==> src/pkg/lfd_params.svh <==
// timing counts, field positions and reset values of the fault and short-diagnostic block
`ifndef LFD_PARAMS_SVH
`define LFD_PARAMS_SVH
`define LFD_NUM_CH            4
`define LFD_SHORT_BAT_LSB     4
`define LFD_SHORT_GND_LSB     0
`define LFD_VERSION_BIT       4
`define LFD_OFFSET_LSB        0
`define LFD_STATUS_RST        8'hFF
`define LFD_OFFSET_RST        8'h0F
`define LFD_OVERCUR_RST       4'hF
`define LFD_CLK_MHZ           100
`define LFD_SETTLE_US         200
`define LFD_SETTLE_CYC        (`LFD_SETTLE_US * `LFD_CLK_MHZ)
`endif

==> src/pkg/lfd_pkg.sv <==
// types of the fault and short-diagnostic block
package lfd_pkg;
   typedef enum logic [1:0] {
      LFD_IDLE   = 2'b00,
      LFD_SETTLE = 2'b01,
      LFD_VALID  = 2'b10
   } lfd_diag_t;
endpackage

==> src/hw/lfd_fault_diag.sv <==
// fault monitoring, response policy and short-to-ground/battery diagnostic status
`timescale 1ns/100ps
`include "lfd_params.svh"

// Summary of operation
// - per-output active-low battery short flag, 0 when shorted to battery.
// - per-output active-low ground short flag, 0 when shorted to ground.
// - per-output active-low offset flag, 0 when differential offset exceeds threshold.
// - offset flags are live; host trusts them only in play mode, no signal.
// - in normal mode, shorted load or overcurrent latch that channel high impedance; a detected short and others don't.
// - overvoltage drives outputs to half supply, unlatched, reported on the fault pin, not in status.
// - load results in status; on clip pin a only when mapped.
// - short diagnostic runs while enable set; results live, read during diagnostic.
// - short status names the channel, not the polarity of the pair.
// - with standby select 0 outputs biased; above level battery, below low limit ground.
// - a detected short does not block power-up; overcurrent in normal mode latches the channel off.
// - latched overcurrent flag cleared by writing 1, and by reset.
module lfd_fault_diag #(
   parameter int NUM_CH     = `LFD_NUM_CH,
   parameter int SETTLE_CYC = `LFD_SETTLE_CYC,
   parameter logic VERSION  = 1'b0 // arbitrary version code
) (
   // clock and reset
   input  wire logic              clk,
   input  wire logic              reset,
   // control bits from the serial register bank
   input  wire logic              shortDiagEnable,
   input  wire logic              standbySelect,
   input  wire logic              normalMode,
   input  wire logic              loadMapClip,
   input  wire logic [NUM_CH-1:0] overcurrentClearW1,
   // raw comparator levels, asynchronous
   input  wire logic [NUM_CH-1:0] cmpAboveBias,
   input  wire logic [NUM_CH-1:0] cmpBelowLow,
   input  wire logic [NUM_CH-1:0] cmpOffsetHigh,
   input  wire logic [NUM_CH-1:0] cmpOvercurrent,
   input  wire logic [NUM_CH-1:0] cmpShortedLoad,
   input  wire logic [NUM_CH-1:0] cmpClip,
   input  wire logic              cmpOvervoltage,
   // status registers
   output logic [7:0]             outputShortStatus,
   output logic [7:0]             offsetAndVersionStatus,
   output logic [NUM_CH-1:0]      overcurrent_n,
   output logic                   diagResultValid,
   // output stage control
   output logic [NUM_CH-1:0]      channelHighZ,
   output logic                   outputsHalfSupply,
   // open-drain pins
   output logic                   faultPinOut,
   output logic                   faultPinOe,
   output logic                   clipOutAOut,
   output logic                   clipOutAOe,
   output logic                   muteClipOutBOut,
   output logic                   muteClipOutBOe
);
   localparam int SYNC_W = 5 * NUM_CH + 1;
   localparam int CNT_W  = $clog2(SETTLE_CYC + 1);
   // offset flags idle at within threshold, matching the cleared synchroniser
   localparam logic [7:0] OFF_RST = `LFD_OFFSET_RST | (8'(VERSION) << `LFD_VERSION_BIT);

   logic [SYNC_W-1:0] rawBus;
   logic [SYNC_W-1:0] syncBus;
   logic [NUM_CH-1:0] aboveS, belowS, offS, ocS, slS, clipS;
   logic              ovS;

   assign rawBus = {cmpOvervoltage, cmpClip, cmpShortedLoad, cmpOvercurrent,
                    cmpOffsetHigh, cmpAboveBias};

   lfd_sync #(.WIDTH(SYNC_W + NUM_CH), .RST_VAL('0)) uSync (
      .clk     (clk),
      .reset   (reset),
      .asyncIn ({rawBus, cmpBelowLow}),
      .syncOut ({syncBus, belowS})
   );

   assign {ovS, clipS, slS, ocS, offS, aboveS} = syncBus;

   // diagnostic sequencing state
   lfd_pkg::lfd_diag_t diag_q, diag_d;
   logic [CNT_W-1:0]   cnt_q, cnt_d;

   always_comb begin
      diag_d = diag_q;
      cnt_d  = cnt_q;
      case (diag_q)
         lfd_pkg::LFD_IDLE: begin
            cnt_d = '0;
            if (shortDiagEnable) begin
               diag_d = lfd_pkg::LFD_SETTLE;
            end
         end
         lfd_pkg::LFD_SETTLE: begin
            if (!shortDiagEnable) begin
               diag_d = lfd_pkg::LFD_IDLE;
            end else if (cnt_q == CNT_W'(SETTLE_CYC - 1)) begin
               diag_d = lfd_pkg::LFD_VALID;
            end else begin
               cnt_d = cnt_q + CNT_W'(1);
            end
         end
         lfd_pkg::LFD_VALID: begin
            if (!shortDiagEnable) begin
               diag_d = lfd_pkg::LFD_IDLE;
            end
         end
         default: diag_d = lfd_pkg::LFD_IDLE;
      endcase
   end

   always_ff @(posedge clk or posedge reset) begin
      if (reset) begin
         diag_q <= lfd_pkg::LFD_IDLE;
         cnt_q  <= '0;
      end else begin
         diag_q <= diag_d;
         cnt_q  <= cnt_d;
      end
   end

   // latched per-channel protection state
   logic [NUM_CH-1:0] ocLatch_q, ocLatch_d;
   logic [NUM_CH-1:0] hiz_q, hiz_d;
   logic [7:0]        shortStat_q, shortStat_d;
   logic [7:0]        offStat_q, offStat_d;
   logic [NUM_CH-1:0] batN, gndN;
   logic              diagOn;

   assign diagOn = shortDiagEnable && (diag_q != lfd_pkg::LFD_IDLE);

   always_comb begin
      batN = {NUM_CH{1'b1}};
      gndN = {NUM_CH{1'b1}};
      if (diagOn) begin
         // above bias is battery, below low limit is ground
         batN = ~aboveS;
         gndN = ~belowS;
         // standby select picks which test is meaningful
         if (standbySelect) begin
            gndN = {NUM_CH{1'b1}};
         end
      end
      // one bit per channel, polarity not resolved
      // live values, nothing held after the diagnostic
      shortStat_d = `LFD_STATUS_RST;
      shortStat_d[`LFD_SHORT_BAT_LSB +: NUM_CH] = batN;
      shortStat_d[`LFD_SHORT_GND_LSB +: NUM_CH] = gndN;
      offStat_d = 8'h00;
      offStat_d[`LFD_OFFSET_LSB +: NUM_CH] = ~offS;
      offStat_d[`LFD_VERSION_BIT] = VERSION;
      // write-one clear, a new event wins over the clear
      // overcurrent latches the channel even when powered into a short
      ocLatch_d = (ocLatch_q & ~overcurrentClearW1) | (normalMode ? ocS : '0);
      // shorted load or overcurrent latch high impedance
      hiz_d = (hiz_q & ~overcurrentClearW1) | (normalMode ? (ocS | slS) : '0);
   end

   always_ff @(posedge clk or posedge reset) begin
      if (reset) begin
         ocLatch_q   <= '0;
         hiz_q       <= '0;
         shortStat_q <= `LFD_STATUS_RST;
         offStat_q   <= OFF_RST;
      end else begin
         ocLatch_q   <= ocLatch_d;
         hiz_q       <= hiz_d;
         shortStat_q <= shortStat_d;
         offStat_q   <= offStat_d;
      end
   end

   assign outputShortStatus      = shortStat_q;
   assign offsetAndVersionStatus = offStat_q;
   assign overcurrent_n          = ~ocLatch_q;
   assign channelHighZ           = hiz_q;
   // results trusted only after the settle time
   assign diagResultValid        = (diag_q == lfd_pkg::LFD_VALID);
   assign outputsHalfSupply      = ovS;

   // open-drain pins: out is always low, enable pulls the wire
   logic loadAny, clipAny;
   // load results reach the clip pin only when mapped
   assign loadAny = loadMapClip && diagOn && (~&batN || ~&gndN);
   // clip reported on both pins in normal mode only, no output action
   assign clipAny = normalMode && (|clipS);

   assign faultPinOut     = 1'b0;
   assign faultPinOe      = ovS | (|ocLatch_q);
   assign clipOutAOut     = 1'b0;
   assign clipOutAOe      = clipAny | loadAny;
   assign muteClipOutBOut = 1'b0;
   assign muteClipOutBOe  = clipAny;

   a_oc_latch_holds: assert property (@(posedge clk) disable iff (reset)
      ((ocLatch_q | $past(overcurrentClearW1)) & $past(ocLatch_q)) == $past(ocLatch_q))
      else $error("overcurrent latch dropped without clear");

   a_hiz_on_oc: assert property (@(posedge clk) disable iff (reset)
      normalMode |=> ((channelHighZ & $past(ocS)) == $past(ocS)) &&
                     ((~overcurrent_n & $past(ocS)) == $past(ocS)))
      else $error("overcurrent did not latch channel off");

   a_hiz_on_sl: assert property (@(posedge clk) disable iff (reset)
      normalMode |=> ((channelHighZ & $past(slS)) == $past(slS)))
      else $error("shorted load did not latch channel off");

   a_standby_no_latch: assert property (@(posedge clk) disable iff (reset)
      (!normalMode && ocLatch_q == '0) |=> ocLatch_q == '0)
      else $error("overcurrent latched outside normal mode");

   a_halfsup_live: assert property (@(posedge clk) disable iff (reset)
      cmpOvervoltage |-> ##2 outputsHalfSupply)
      else $error("half supply not following overvoltage");

   a_halfsup_drop: assert property (@(posedge clk) disable iff (reset)
      !cmpOvervoltage |-> ##2 !outputsHalfSupply)
      else $error("half supply held after overvoltage");

   a_ov_fault_pin: assert property (@(posedge clk) disable iff (reset)
      ovS |-> faultPinOe)
      else $error("overvoltage not on fault pin");

   a_oc_fault_pin: assert property (@(posedge clk) disable iff (reset)
      !(&overcurrent_n) |-> faultPinOe)
      else $error("latched overcurrent not on fault pin");

   a_clip_pins: assert property (@(posedge clk) disable iff (reset)
      (normalMode && |clipS) |-> (clipOutAOe && muteClipOutBOe))
      else $error("clip not reported on pins");

   // pin b only in normal mode
   a_pinb_clip_only: assert property (@(posedge clk) disable iff (reset)
      !normalMode |-> !muteClipOutBOe)
      else $error("clip pin b driven outside normal mode");

   a_bat_flag_live: assert property (@(posedge clk) disable iff (reset)
      diagOn |=>
         outputShortStatus[`LFD_SHORT_BAT_LSB +: NUM_CH] == ~$past(aboveS))
      else $error("battery short flags wrong");

   a_gnd_flag_live: assert property (@(posedge clk) disable iff (reset)
      (diagOn && !standbySelect) |=>
         outputShortStatus[`LFD_SHORT_GND_LSB +: NUM_CH] == ~$past(belowS))
      else $error("ground short flags wrong");

   a_gnd_masked: assert property (@(posedge clk) disable iff (reset)
      (diagOn && standbySelect) |=> &outputShortStatus[`LFD_SHORT_GND_LSB +: NUM_CH])
      else $error("ground flags shown during battery test");

   a_short_idle: assert property (@(posedge clk) disable iff (reset)
      (!shortDiagEnable && $past(!shortDiagEnable)) |=> outputShortStatus == 8'hFF)
      else $error("short status held after diagnostic");

   a_idle_no_valid: assert property (@(posedge clk) disable iff (reset)
      !shortDiagEnable |=> !diagResultValid)
      else $error("results valid without diagnostic");

   a_offset_live: assert property (@(posedge clk) disable iff (reset)
      offS[0] |=> !offsetAndVersionStatus[0])
      else $error("offset flag not reporting");

   a_offset_follow: assert property (@(posedge clk) disable iff (reset)
      1'b1 |=> offsetAndVersionStatus[`LFD_OFFSET_LSB +: NUM_CH] == ~$past(offS))
      else $error("offset flags not live");

   a_settle_time: assert property (@(posedge clk) disable iff (reset)
      $rose(shortDiagEnable) |-> !diagResultValid [*8])
      else $error("results valid before settle time");

   a_valid_needs_enable: assert property (@(posedge clk) disable iff (reset)
      diagResultValid |-> $past(shortDiagEnable))
      else $error("results valid after enable dropped");

   a_map_gate: assert property (@(posedge clk) disable iff (reset)
      (!loadMapClip && !clipAny) |-> !clipOutAOe)
      else $error("clip pin driven while unmapped");

   a_load_map: assert property (@(posedge clk) disable iff (reset)
      (loadMapClip && diagOn && !(&batN && &gndN)) |-> clipOutAOe)
      else $error("mapped short result not on clip pin");
endmodule

==> src/hw/lfd_sync.sv <==
// two-flop synchroniser for a bus of comparator levels
`timescale 1ns/100ps
module lfd_sync #(
   parameter int WIDTH = 1,
   parameter logic [WIDTH-1:0] RST_VAL = '0
) (
   // clock and reset
   input  wire logic             clk,
   input  wire logic             reset,
   // levels
   input  wire logic [WIDTH-1:0] asyncIn,
   output logic      [WIDTH-1:0] syncOut
);
   logic [WIDTH-1:0] stage1_q;
   logic [WIDTH-1:0] stage2_q;

   always_ff @(posedge clk or posedge reset) begin
      if (reset) begin
         stage1_q <= RST_VAL;
         stage2_q <= RST_VAL;
      end else begin
         stage1_q <= asyncIn;
         stage2_q <= stage1_q;
      end
   end

   assign syncOut = stage2_q;
endmodule

==> config.mk <==
export PLATFORM = sky130hd
export DESIGN_NAME = lfd_fault_diag
export DESIGN_NICKNAME = d
export VERILOG_FILES = /design/src/pkg/lfd_pkg.sv /design/src/hw/lfd_fault_diag.sv /design/src/hw/lfd_sync.sv
export VERILOG_INCLUDE_DIRS = /design/src /design/src/pkg
export SDC_FILE = /design/constraint.sdc
export NUM_CORES = 1
export LEC_CHECK = 0
export BUFFER_PORTS_ARGS = -buffer_cell sky130_fd_sc_hd__buf_2
export CAP_MARGIN = 20
export CORE_UTILIZATION = 56
export DETAILED_ROUTE_END_ITERATION = 12
export GPL_ROUTABILITY_DRIVEN = 0
export PLACE_DENSITY = 0.82
export SYNTH_ARGS = -nofsm -noshare
export SYNTH_HDL_FRONTEND = slang
export SYNTH_HIERARCHICAL = 1
export SYNTH_SLANG_ARGS = --single-unit
==> constraint.sdc <==
create_clock -name clk -period 5.7 [get_ports clk]
set_input_delay 0.57 -clock clk [delete_from_list [all_inputs] [get_ports clk]]
set_output_delay 0.57 -clock clk [all_outputs]
set_load 0.05 [all_outputs]
==> results of run 1 <==
## synth_stat cells (2+ instances only)
cell / instances
sky130_fd_sc_hd__nor3_1: 3
sky130_fd_sc_hd__buf_4: 7
sky130_fd_sc_hd__a21oi_1: 3
sky130_fd_sc_hd__o21ai_0: 13
sky130_fd_sc_hd__nand3_1: 5
sky130_fd_sc_hd__or4_1: 2
sky130_fd_sc_hd__a41o_1: 2
sky130_fd_sc_hd__dfstp_2: 12
sky130_fd_sc_hd__dfrtp_1: 75
sky130_fd_sc_hd__xnor2_1: 4
sky130_fd_sc_hd__nor2b_1: 4
sky130_fd_sc_hd__clkbuf_1: 3
sky130_fd_sc_hd__nor4_1: 4
sky130_fd_sc_hd__o31ai_1: 2
sky130_fd_sc_hd__mux2i_1: 2
sky130_fd_sc_hd__inv_1: 16
sky130_fd_sc_hd__nand2_1: 25
sky130_fd_sc_hd__a31oi_1: 2
sky130_fd_sc_hd__nand4_1: 2
sky130_fd_sc_hd__o22ai_1: 2
sky130_fd_sc_hd__o211ai_1: 4
sky130_fd_sc_hd__nor2_1: 11
## state kept, by name, indices dropped and copies added (netlist names)
name                    flops
channelHighZ                4
offsetAndVersionStatus      4
cnt_q                      15
ocLatch_q                   4
diag_q                      2
outputShortStatus           8
uSync/syncOut              25
uSync/stage1_q             25
## worst max-delay path by stage
| stage | startpoint | slack, ns | endpoint | depth (start not counted) |
|---|---|---|---|---|
| 5_1_grt | diag_q[0] | 3.15 | clipOutAOe | 4 |
| 3_5_place_dp | diag_q[0] | 3.62 | clipOutAOe | 4 |
| 2_1_floorplan | normalMode | 3.45 | clipOutAOe | 3 |
| 4_1_cts | diag_q[0] | 3.24 | clipOutAOe | 4 |
| 6_report | diag_q[0] | 3.24 | clipOutAOe | 4 |
| 3_3_place_gp | diag_q[1] | 3.67 | clipOutAOe | 4 |
## stage by stage
step | setup WS (ns) | util, % | area (um^2) | instances
after global routing | 3.151 | 68.59 | 3503 | 363
after floorplan | 3.450 | - | 2979 | 228
after CTS | 3.235 | 68.59 | 3503 | 363
final | 3.238 | 68.59 | 3503 | 363
after global placement | 3.666 | 64.63 | 3301 | 347
after detailed placement | 3.624 | 64.63 | 3301 | 347
## layout by cell type (no fill, tap or decap), types with 2 or more instances in the layout
master | netlist | routed
sky130_fd_sc_hd__a21oi_1 | 3 | 3
sky130_fd_sc_hd__a31oi_1 | 2 | 2
sky130_fd_sc_hd__a41o_1 | 2 | 2
sky130_fd_sc_hd__buf_2 | 1 | 59
sky130_fd_sc_hd__clkbuf_8 | 0 | 9
sky130_fd_sc_hd__clkinvlp_4 | 0 | 3
sky130_fd_sc_hd__conb_1 | 1 | 7
sky130_fd_sc_hd__dfrtp_1 | 75 | 75
sky130_fd_sc_hd__dfstp_2 | 12 | 12
sky130_fd_sc_hd__inv_1 | 16 | 15
sky130_fd_sc_hd__inv_6 | 0 | 2
sky130_fd_sc_hd__mux2i_1 | 2 | 2
sky130_fd_sc_hd__nand2_1 | 25 | 25
sky130_fd_sc_hd__nand3_1 | 5 | 5
sky130_fd_sc_hd__nand4_1 | 2 | 2
sky130_fd_sc_hd__nor2_1 | 11 | 11
sky130_fd_sc_hd__nor2b_1 | 4 | 4
sky130_fd_sc_hd__nor3_1 | 3 | 3
sky130_fd_sc_hd__nor4_1 | 4 | 4
sky130_fd_sc_hd__o211ai_1 | 4 | 4
sky130_fd_sc_hd__o21ai_0 | 13 | 13
sky130_fd_sc_hd__o22ai_1 | 2 | 2
sky130_fd_sc_hd__o31ai_1 | 2 | 2
sky130_fd_sc_hd__or4_1 | 2 | 2
sky130_fd_sc_hd__xnor2_1 | 4 | 4
## metal layers
metal / wire (um) / GRT usage [%]
met2: 2487 / 32.33
met3: 312 / 6.560
met5: 0 / 0
met1: 2123 / 26.61
met4: 109 / 10.90
## cell type report
class	count	area (um^2)	share of cell area (%)
Sequential cell	87	2192	62.57
Multi-Input combinational cell	114	658.1	18.79
Timing Repair Buffer	60	302.8	8.643
Clock buffer	9	123.9	3.536
Tap cell	70	87.58	2.500
Clock inverter	7	78.83	2.250
Inverter	16	60.06	1.714
## report_power, final
group	leakage [nW]	internal, W	switching, W
registers	1.04	0.000647	0.0000122
clock network	0.0925	0.000206	0.000215
logic	0.521	0.0000226	0.0000784
total	1.65	0.000875	0.000306
## worst max-delay path, stage by stage, from the launching register on
cell	delay, ns
sky130_fd_sc_hd__dfrtp_1	0.46
sky130_fd_sc_hd__or2_1	0.37
sky130_fd_sc_hd__and2_1	0.27
sky130_fd_sc_hd__a31o_2	0.24
sky130_fd_sc_hd__buf_2	0.20
## logic make-up after synthesis
kind of cell | Yosys count
mux | 2
buf+inv | 27
compound gates | 30
flops | 87
fa+ha+maj | 1
other cells | 1
xor+xnor | 5
simple gates | 69
==> summary by stage, run 1 <==
Run status
The flow ran to the end, and the final reports show no timing, DRC or antenna violations.

Floorplanning
The floorplan die height is 74.66 um. The x dimension of the die is 74.66 um. The number of core rows is 26. Pin placement for this block handled 67 I/O pins. The core area is 5107 um^2. For this configuration, the core starts out at a cell density of 57.89%. The die footprint is 5574 um^2.

Critical path
The worst setup path is of the flip-flop to primary output kind. STA classifies the critical path startpoint as a flip-flop. The setup slack on the worst flop-to-flop path is 3.70 ns. Data on the critical path arrives at its endpoint at 1.89 ns. The worst setup path is captured at a primary output.

In this run the worst path has a maximum fanout of 9. The reg-to-reg critical path startpoint is cnt_q[0]. The endpoint identified for the worst register-to-register timing path is cnt_q[14].

The required time of the critical path is 5.13 ns. The worst-case reg-to-reg path depth is 5.

Clocking
In this run the deepest clock path goes through 2 buffers. Gates resized during post-CTS repair numbered 0. The root buffer cell chosen for the clock tree is sky130_fd_sc_hd__clkbuf_8. The TritonCTS clock tree is yes.

The clock drives 87 sinks. The buffer count from post-CTS setup fixing is 0. After clock tree synthesis, the flow added hold-fix buffers numbering 0. The later pin in the worst-skew pair is clocked with a latency of 0.35 ns. The total clock buffers created by CTS is 9.

Clock-pin slew was measured on the worst setup and hold paths at 0.09 ns. The number of H-tree branching levels is 3.

Logic synthesis
The number of distinct library cell variants in the gate-level netlist after synthesis is 41. The sequential cell area fraction in the yosys report is 74.14%. Summing the areas of all compound-gate instances in the mapped netlist gives 6.433% of the synthesized area.

The post-synthesis cell type with the largest combined area is sky130_fd_sc_hd__dfrtp_1. The post-synthesis xor/xnor area fraction is 1.481%. During synthesis, Yosys emitted a total of 6 warnings. The post-synthesis adder-cell area fraction is 0.4232%.

The simple logic cell fraction of the synthesized area is 12.36%. The multiplexer share of the synthesized area is 0.6771%. The post-synthesis instance area is 2957 um^2. After synthesis, the cell types taking the most area are sky130_fd_sc_hd__dfrtp_1, sky130_fd_sc_hd__dfstp_2, sky130_fd_sc_hd__nand2_1, sky130_fd_sc_hd__o21ai_0, sky130_fd_sc_hd__inv_1. After synthesis, the largest family of logic cells by area is simple AND/OR/NAND/NOR gates.

The number of flops mapped to enable cells by yosys is 0. Synthesis produced a netlist whose cell count is 222. After synthesis, the share of flip-flops with an asynchronous set or reset is 100.0%. Of the post-synthesis cell area, the dominant cell type holds 63.48%. For this run, the leading register cell type out of synthesis is sky130_fd_sc_hd__dfrtp_1. The mean cell area of the mapped netlist is 13.32 um^2. The number of flip-flops and latches in the synthesized netlist is 87.

Finish
The repair_antennas step left the layout with diodes totalling 0. Cells with a size suffix above 1 make up 32.08% of the layout. The area growth from synthesis to layout is 18.49%. After the last flow step, the layout net total stands at 324. The count of filler cells inserted in the layout is 364.

Route
In this run, the number of DRC markers left after iteration 0 of detailed routing was 129. The number of routed nets with antenna violations is 0. For this run, design rule violations remaining after detail routing come to 0. The detailed-router iteration count before antenna repair is 4. Across all layers, the routed design uses 1878 vias. The post-detailed-routing wire length is 5.032 mm. Dividing the detail-routed wire length by the instance count gives 13.86 um.

After detailed routing, the number of vias per cell comes to 5.174.

Global route
The number of antenna violations at the first check in global routing is 0. The via count of the first global-routing pass is 1797. For this run the aggregate overflow at the end of global routing stands at 0. Global routing consumed, over all layers together, 20.81% of the routing resources. Entering global routing, the biggest net connects 51 pins.

The first-pass GRT wire length is 8.162 mm.

Pwr
The overall power after layout is 0.001181 W. The power density relative to cell area is 337.2 nW/um^2. The standby leakage power is 1.651 nW.

Across the VDD grid, the largest voltage drop is 0.3759 mV.

Timing
For the pin with the worst max-slew slack, the measured transition is 0.9340 ns. The time the worst path needs with I/O delays and setup is 2.462 ns. Headroom to the max-slew limit came out at 37.64%.

The tightest hold path in the finished design has a slack of 0.3158 ns. Setup repair after global routing left no endpoint under its margin. Based on the critical path, the design can be clocked at up to 406.2 MHz. The count of pins over their slew limit is 0. The number of setup violations in the final report is 0.

The final sum of negative setup slack is 0 ns. Dividing the final minimum period by the clock period gives 43.19%. Across the routed clock network, the largest skew measured is 0.006411 ns. The number of hold violations in the final report is 0.

Min path
The type of the tightest min-delay check is input port to flip-flop. The capture endpoint of the worst hold path is uSync/stage1_q[17]. The source of the worst hold timing path is cmpShortedLoad[1].

Along the worst hold path, the cell count comes to 1.

Placed design
Input and output buffers added on the ports amount to 59. Detailed placement ended at an HPWL of 3.501 mm.

Job
Max-cap violations in this run came to 0.
Note: power is estimated with default switching activity, not from simulation.
==> inputs of run 2 (changes only) <==
- CORE_UTILIZATION: 56 -> 47
- PLACE_DENSITY: 0.82 -> 0.74
- clock period: 5.7 -> 2.2 ns (I/O delays scaled with it)
==> run 2 against run 1 <==
Compared with the run above: largest power group unchanged; combinational power rose to 3.0 times the previous value; utilization fell by 5.8 points; sequential power rose to 2.6 times the previous value; via count rose by 3.1%; clock skew rose by 0.0029 ns; power rose to 2.5 times the previous value; cell area rose by 7.4%; critical path type unchanged; die area rose by 19%; hold slack got worse by 0.25 ns; sequential cell count did not move; worst setup slack got worse by 3.1 ns; clock power rose by 130%.
==> summary by stage, run 2 (synthesized netlist as in run 1, its figures left out) <==
Run status
The flow ran to the end, and the final reports show no timing, DRC or antenna violations.

Pwr
The standby leakage power came to 1.761 nW (+6.6%). The worst supply voltage drop on vdd came to 0.5871 mV (+56%). The power density relative to cell area is 791.5 nW/um^2 (+130%).

Clocking
The clock transition at the registers of the reported paths came to 0.08 ns (about the same). The number of H-tree branching levels came to 3 (unchanged). The TritonCTS clock tree is yes. The worst-skew pair later-pin latency is 0.35 ns (about the same).

The total clock buffers created by CTS came to 9 (unchanged). The master cell of the clock root buffer is sky130_fd_sc_hd__clkbuf_8. The maximum clock path buffer count is 2 (unchanged). The number of sinks on the clock net is 87 (unchanged). The buffer count from post-CTS setup fixing is 0 (unchanged).

Timing
The pin slew with the least headroom to its limit is 0.6096 ns (-0.3244 ns). The number of setup violations in the final report was 0 (unchanged). The number of hold violations in the final report is 0 (unchanged). The maximum clock skew at final layout came to 0.009351 ns (+0.002940 ns). The worst hold slack across all endpoints is 0.06464 ns (-0.2512 ns). The count of pins over their slew limit was 0 (unchanged). The post-route worst setup slack is 0.1774 ns (-3.061 ns). Setup repair after global routing left no endpoint under its margin. The relative slew slack was 59.21% (+22 points). The time the worst path needs with I/O delays and setup is 2.023 ns. The top achievable clock speed is 494.4 MHz.

In the finished design, the share of the clock period the worst path needs comes to 91.94%. The final sum of negative setup slack came to 0 ns (unchanged).

Critical path
Traced cell by cell, the critical path runs through or2_4 -> and2_1 -> a31o_2 -> buf_2. The worst-case reg-to-reg path depth is 5 (unchanged). The worst-path cell with the longest stage delay is sky130_fd_sc_hd__dfrtp_1. The worst setup path category is flip-flop to primary output.

The most critical setup path has its endpoint at clipOutAOe. The required time of the critical path is 1.98 ns (-3.15 ns). The maximum fanout encountered on the critical timing path was 9 (unchanged). The reg-to-reg critical path startpoint is cnt_q[0]. The critical path starts at diag_q[1]. The endpoint identified for the worst register-to-register timing path is cnt_q[14]. STA classifies the critical path startpoint as a flip-flop.

The setup slack on the worst flop-to-flop path is 0.26 ns (-3.44 ns). The maximum single-stage delay on the critical path is 0.45 ns (about the same). The data arrival time at the worst-slack endpoint was 1.80 ns (-0.09 ns). The worst setup path is captured at a primary output.

Global route
The routing usage on met3 is 5.506% (-1.1 points). The number of antenna violations at the first check in global routing came to 0 (unchanged). The aggregate global routing overflow was 0 (unchanged).

The met1 usage came to 23.64% (-3.0 points). The first-pass GRT wire length is 8.659 mm (+6.1%). The met2 routing resource usage after global routing is 27.92% (-4.4 points).

The maximum number of pins on one net before global-route repair is 51 (unchanged). After global routing, the most crowded layer is met2. The via count of the first global-routing pass is 1869 (+4.0%). The overall fraction of global-route tracks in use is 18.20% (-2.6 points).

Route
The routed length per placed instance was 13.34 um (-3.8%). The detailed-router iteration count before antenna repair was 4 (unchanged). The number of remaining DRC errors was 0 (unchanged). The via total after detailed routing was 1937 (+3.1%). The number of routed nets with antenna violations came to 0 (unchanged).

The post-detailed-routing wire length was 5.270 mm (+4.7%). The DRC marker count from the first detailed-route iteration is 123 (-4.7%). The average via count per standard cell is 4.904 (-5.2%).

Floorplanning
The x dimension of the die is 81.32 um (+8.9%). The number of core rows is 28 (+7.7%). The floorplan die height is 81.32 um (+8.9%). The initial core utilization was 49.35% (-8.5 points). The die footprint is 6612 um^2 (+19%). The I/O pin total is 67 (unchanged).

The core area is 5991 um^2 (+17%).

Finish
Leaving out fill and tap cells, the most frequent cells in the layout are sky130_fd_sc_hd__dfrtp_1, sky130_fd_sc_hd__buf_2, sky130_fd_sc_hd__dlygate4sd3_1. The core occupancy in the finished layout is 62.82% (-5.8 points). The area added between synthesis and finish is 27.30%. The count of filler cells inserted in the layout came to 446 (+23%).

The net total in the final layout came to 351 (+8.3%). The library cell used most frequently in the layout, excluding fill and tap cells, is sky130_fd_sc_hd__dfrtp_1. The share of layout cells above drive strength 1 is 29.69% (-2.4 points). The total inserted antenna cells is 0 (unchanged). The sequential cell area in the final layout is 2192 um^2 (unchanged).

The area taken by multi-input logic gates is 660.6 um^2 (+0.38%).

Placed design
The number of buffers inserted by port buffering is 59 (unchanged). The worst setup slack after placement is 0.2984 ns (-3.325 ns). The estimated wirelength of the detail-placed design was 3.241 mm (-7.4%).

Min path
The worst hold path belongs to the class input port to flip-flop. The worst hold path cell count came to 2 (+1).

Job
The max capacitance violation total was 0 (unchanged).
[run 2: how the worst min path moves through the flow]
stage	start	to	slack, ns
global placement	cmpShortedLoad[0]	uSync/stage1_q[16]	0.33
floorplan	cmpBelowLow[0]	uSync/stage1_q[0]	0.25
CTS	overcurrentClearW1[1]	ocLatch_q[1]	0.04
detailed placement	cmpOffsetHigh[2]	uSync/stage1_q[10]	0.33
finish	overcurrentClearW1[3]	ocLatch_q[3]	0.06
global route	overcurrentClearW1[0]	ocLatch_q[0]	0.05
[run 2: metrics by stage]
| stage | power (W) | cell area (um^2) | std cells |
|---|---|---|---|
| final | 0.002979 | 3764 | 395 |
| after floorplan | 0.001926 | 2979 | 228 |
| after global routing | 0.003118 | 3764 | 395 |
| after global placement | 0.001992 | 3307 | 352 |
| after detailed placement | 0.001998 | 3307 | 352 |
| after CTS | 0.002999 | 3741 | 394 |
[run 2: metal layers]
layer,share of wire [%],wire length (um)
met5,0,0
met4,1.5,81
met3,3.8,198
met2,50,2644
met1,44,2345
[run 2: repair_timing]
item	in CTS	in global routing
gates resized for setup	0	1
hold buffers	26	0
setup endpoints to repair	0	1
hold endpoints to repair	50	0
[run 2: area by class of cell]
| class | count | area share (%) |
|---|---|---|
| flip-flops and latches | 87 | 58.24 |
| multi-input cells | 114 | 17.55 |
| repair buffers | 87 | 15.49 |
| clock buffers | 10 | 3.391 |
| well taps | 75 | 2.493 |
| inverters | 16 | 1.596 |
| clock inverters | 6 | 1.230 |
[run 2: power by group]
| part | switching, W | internal [W] | leakage [nW] | total (W) |
|---|---|---|---|---|
| Sequential | 0.0000284 | 0.00168 | 1.04 | 0.00170 |
| Combinational | 0.000210 | 0.0000929 | 0.640 | 0.000303 |
| Clock | 0.000555 | 0.000416 | 0.0829 | 0.000971 |
[run 2: worst max-delay path: cells and delay by family (launching register included)]
family	cells	cell delay [ns]
DFF	1	0.45
buffers and inverters	1	0.20
and+or+nand+nor	2	0.55
AOI/OAI and AO/OA	1	0.25
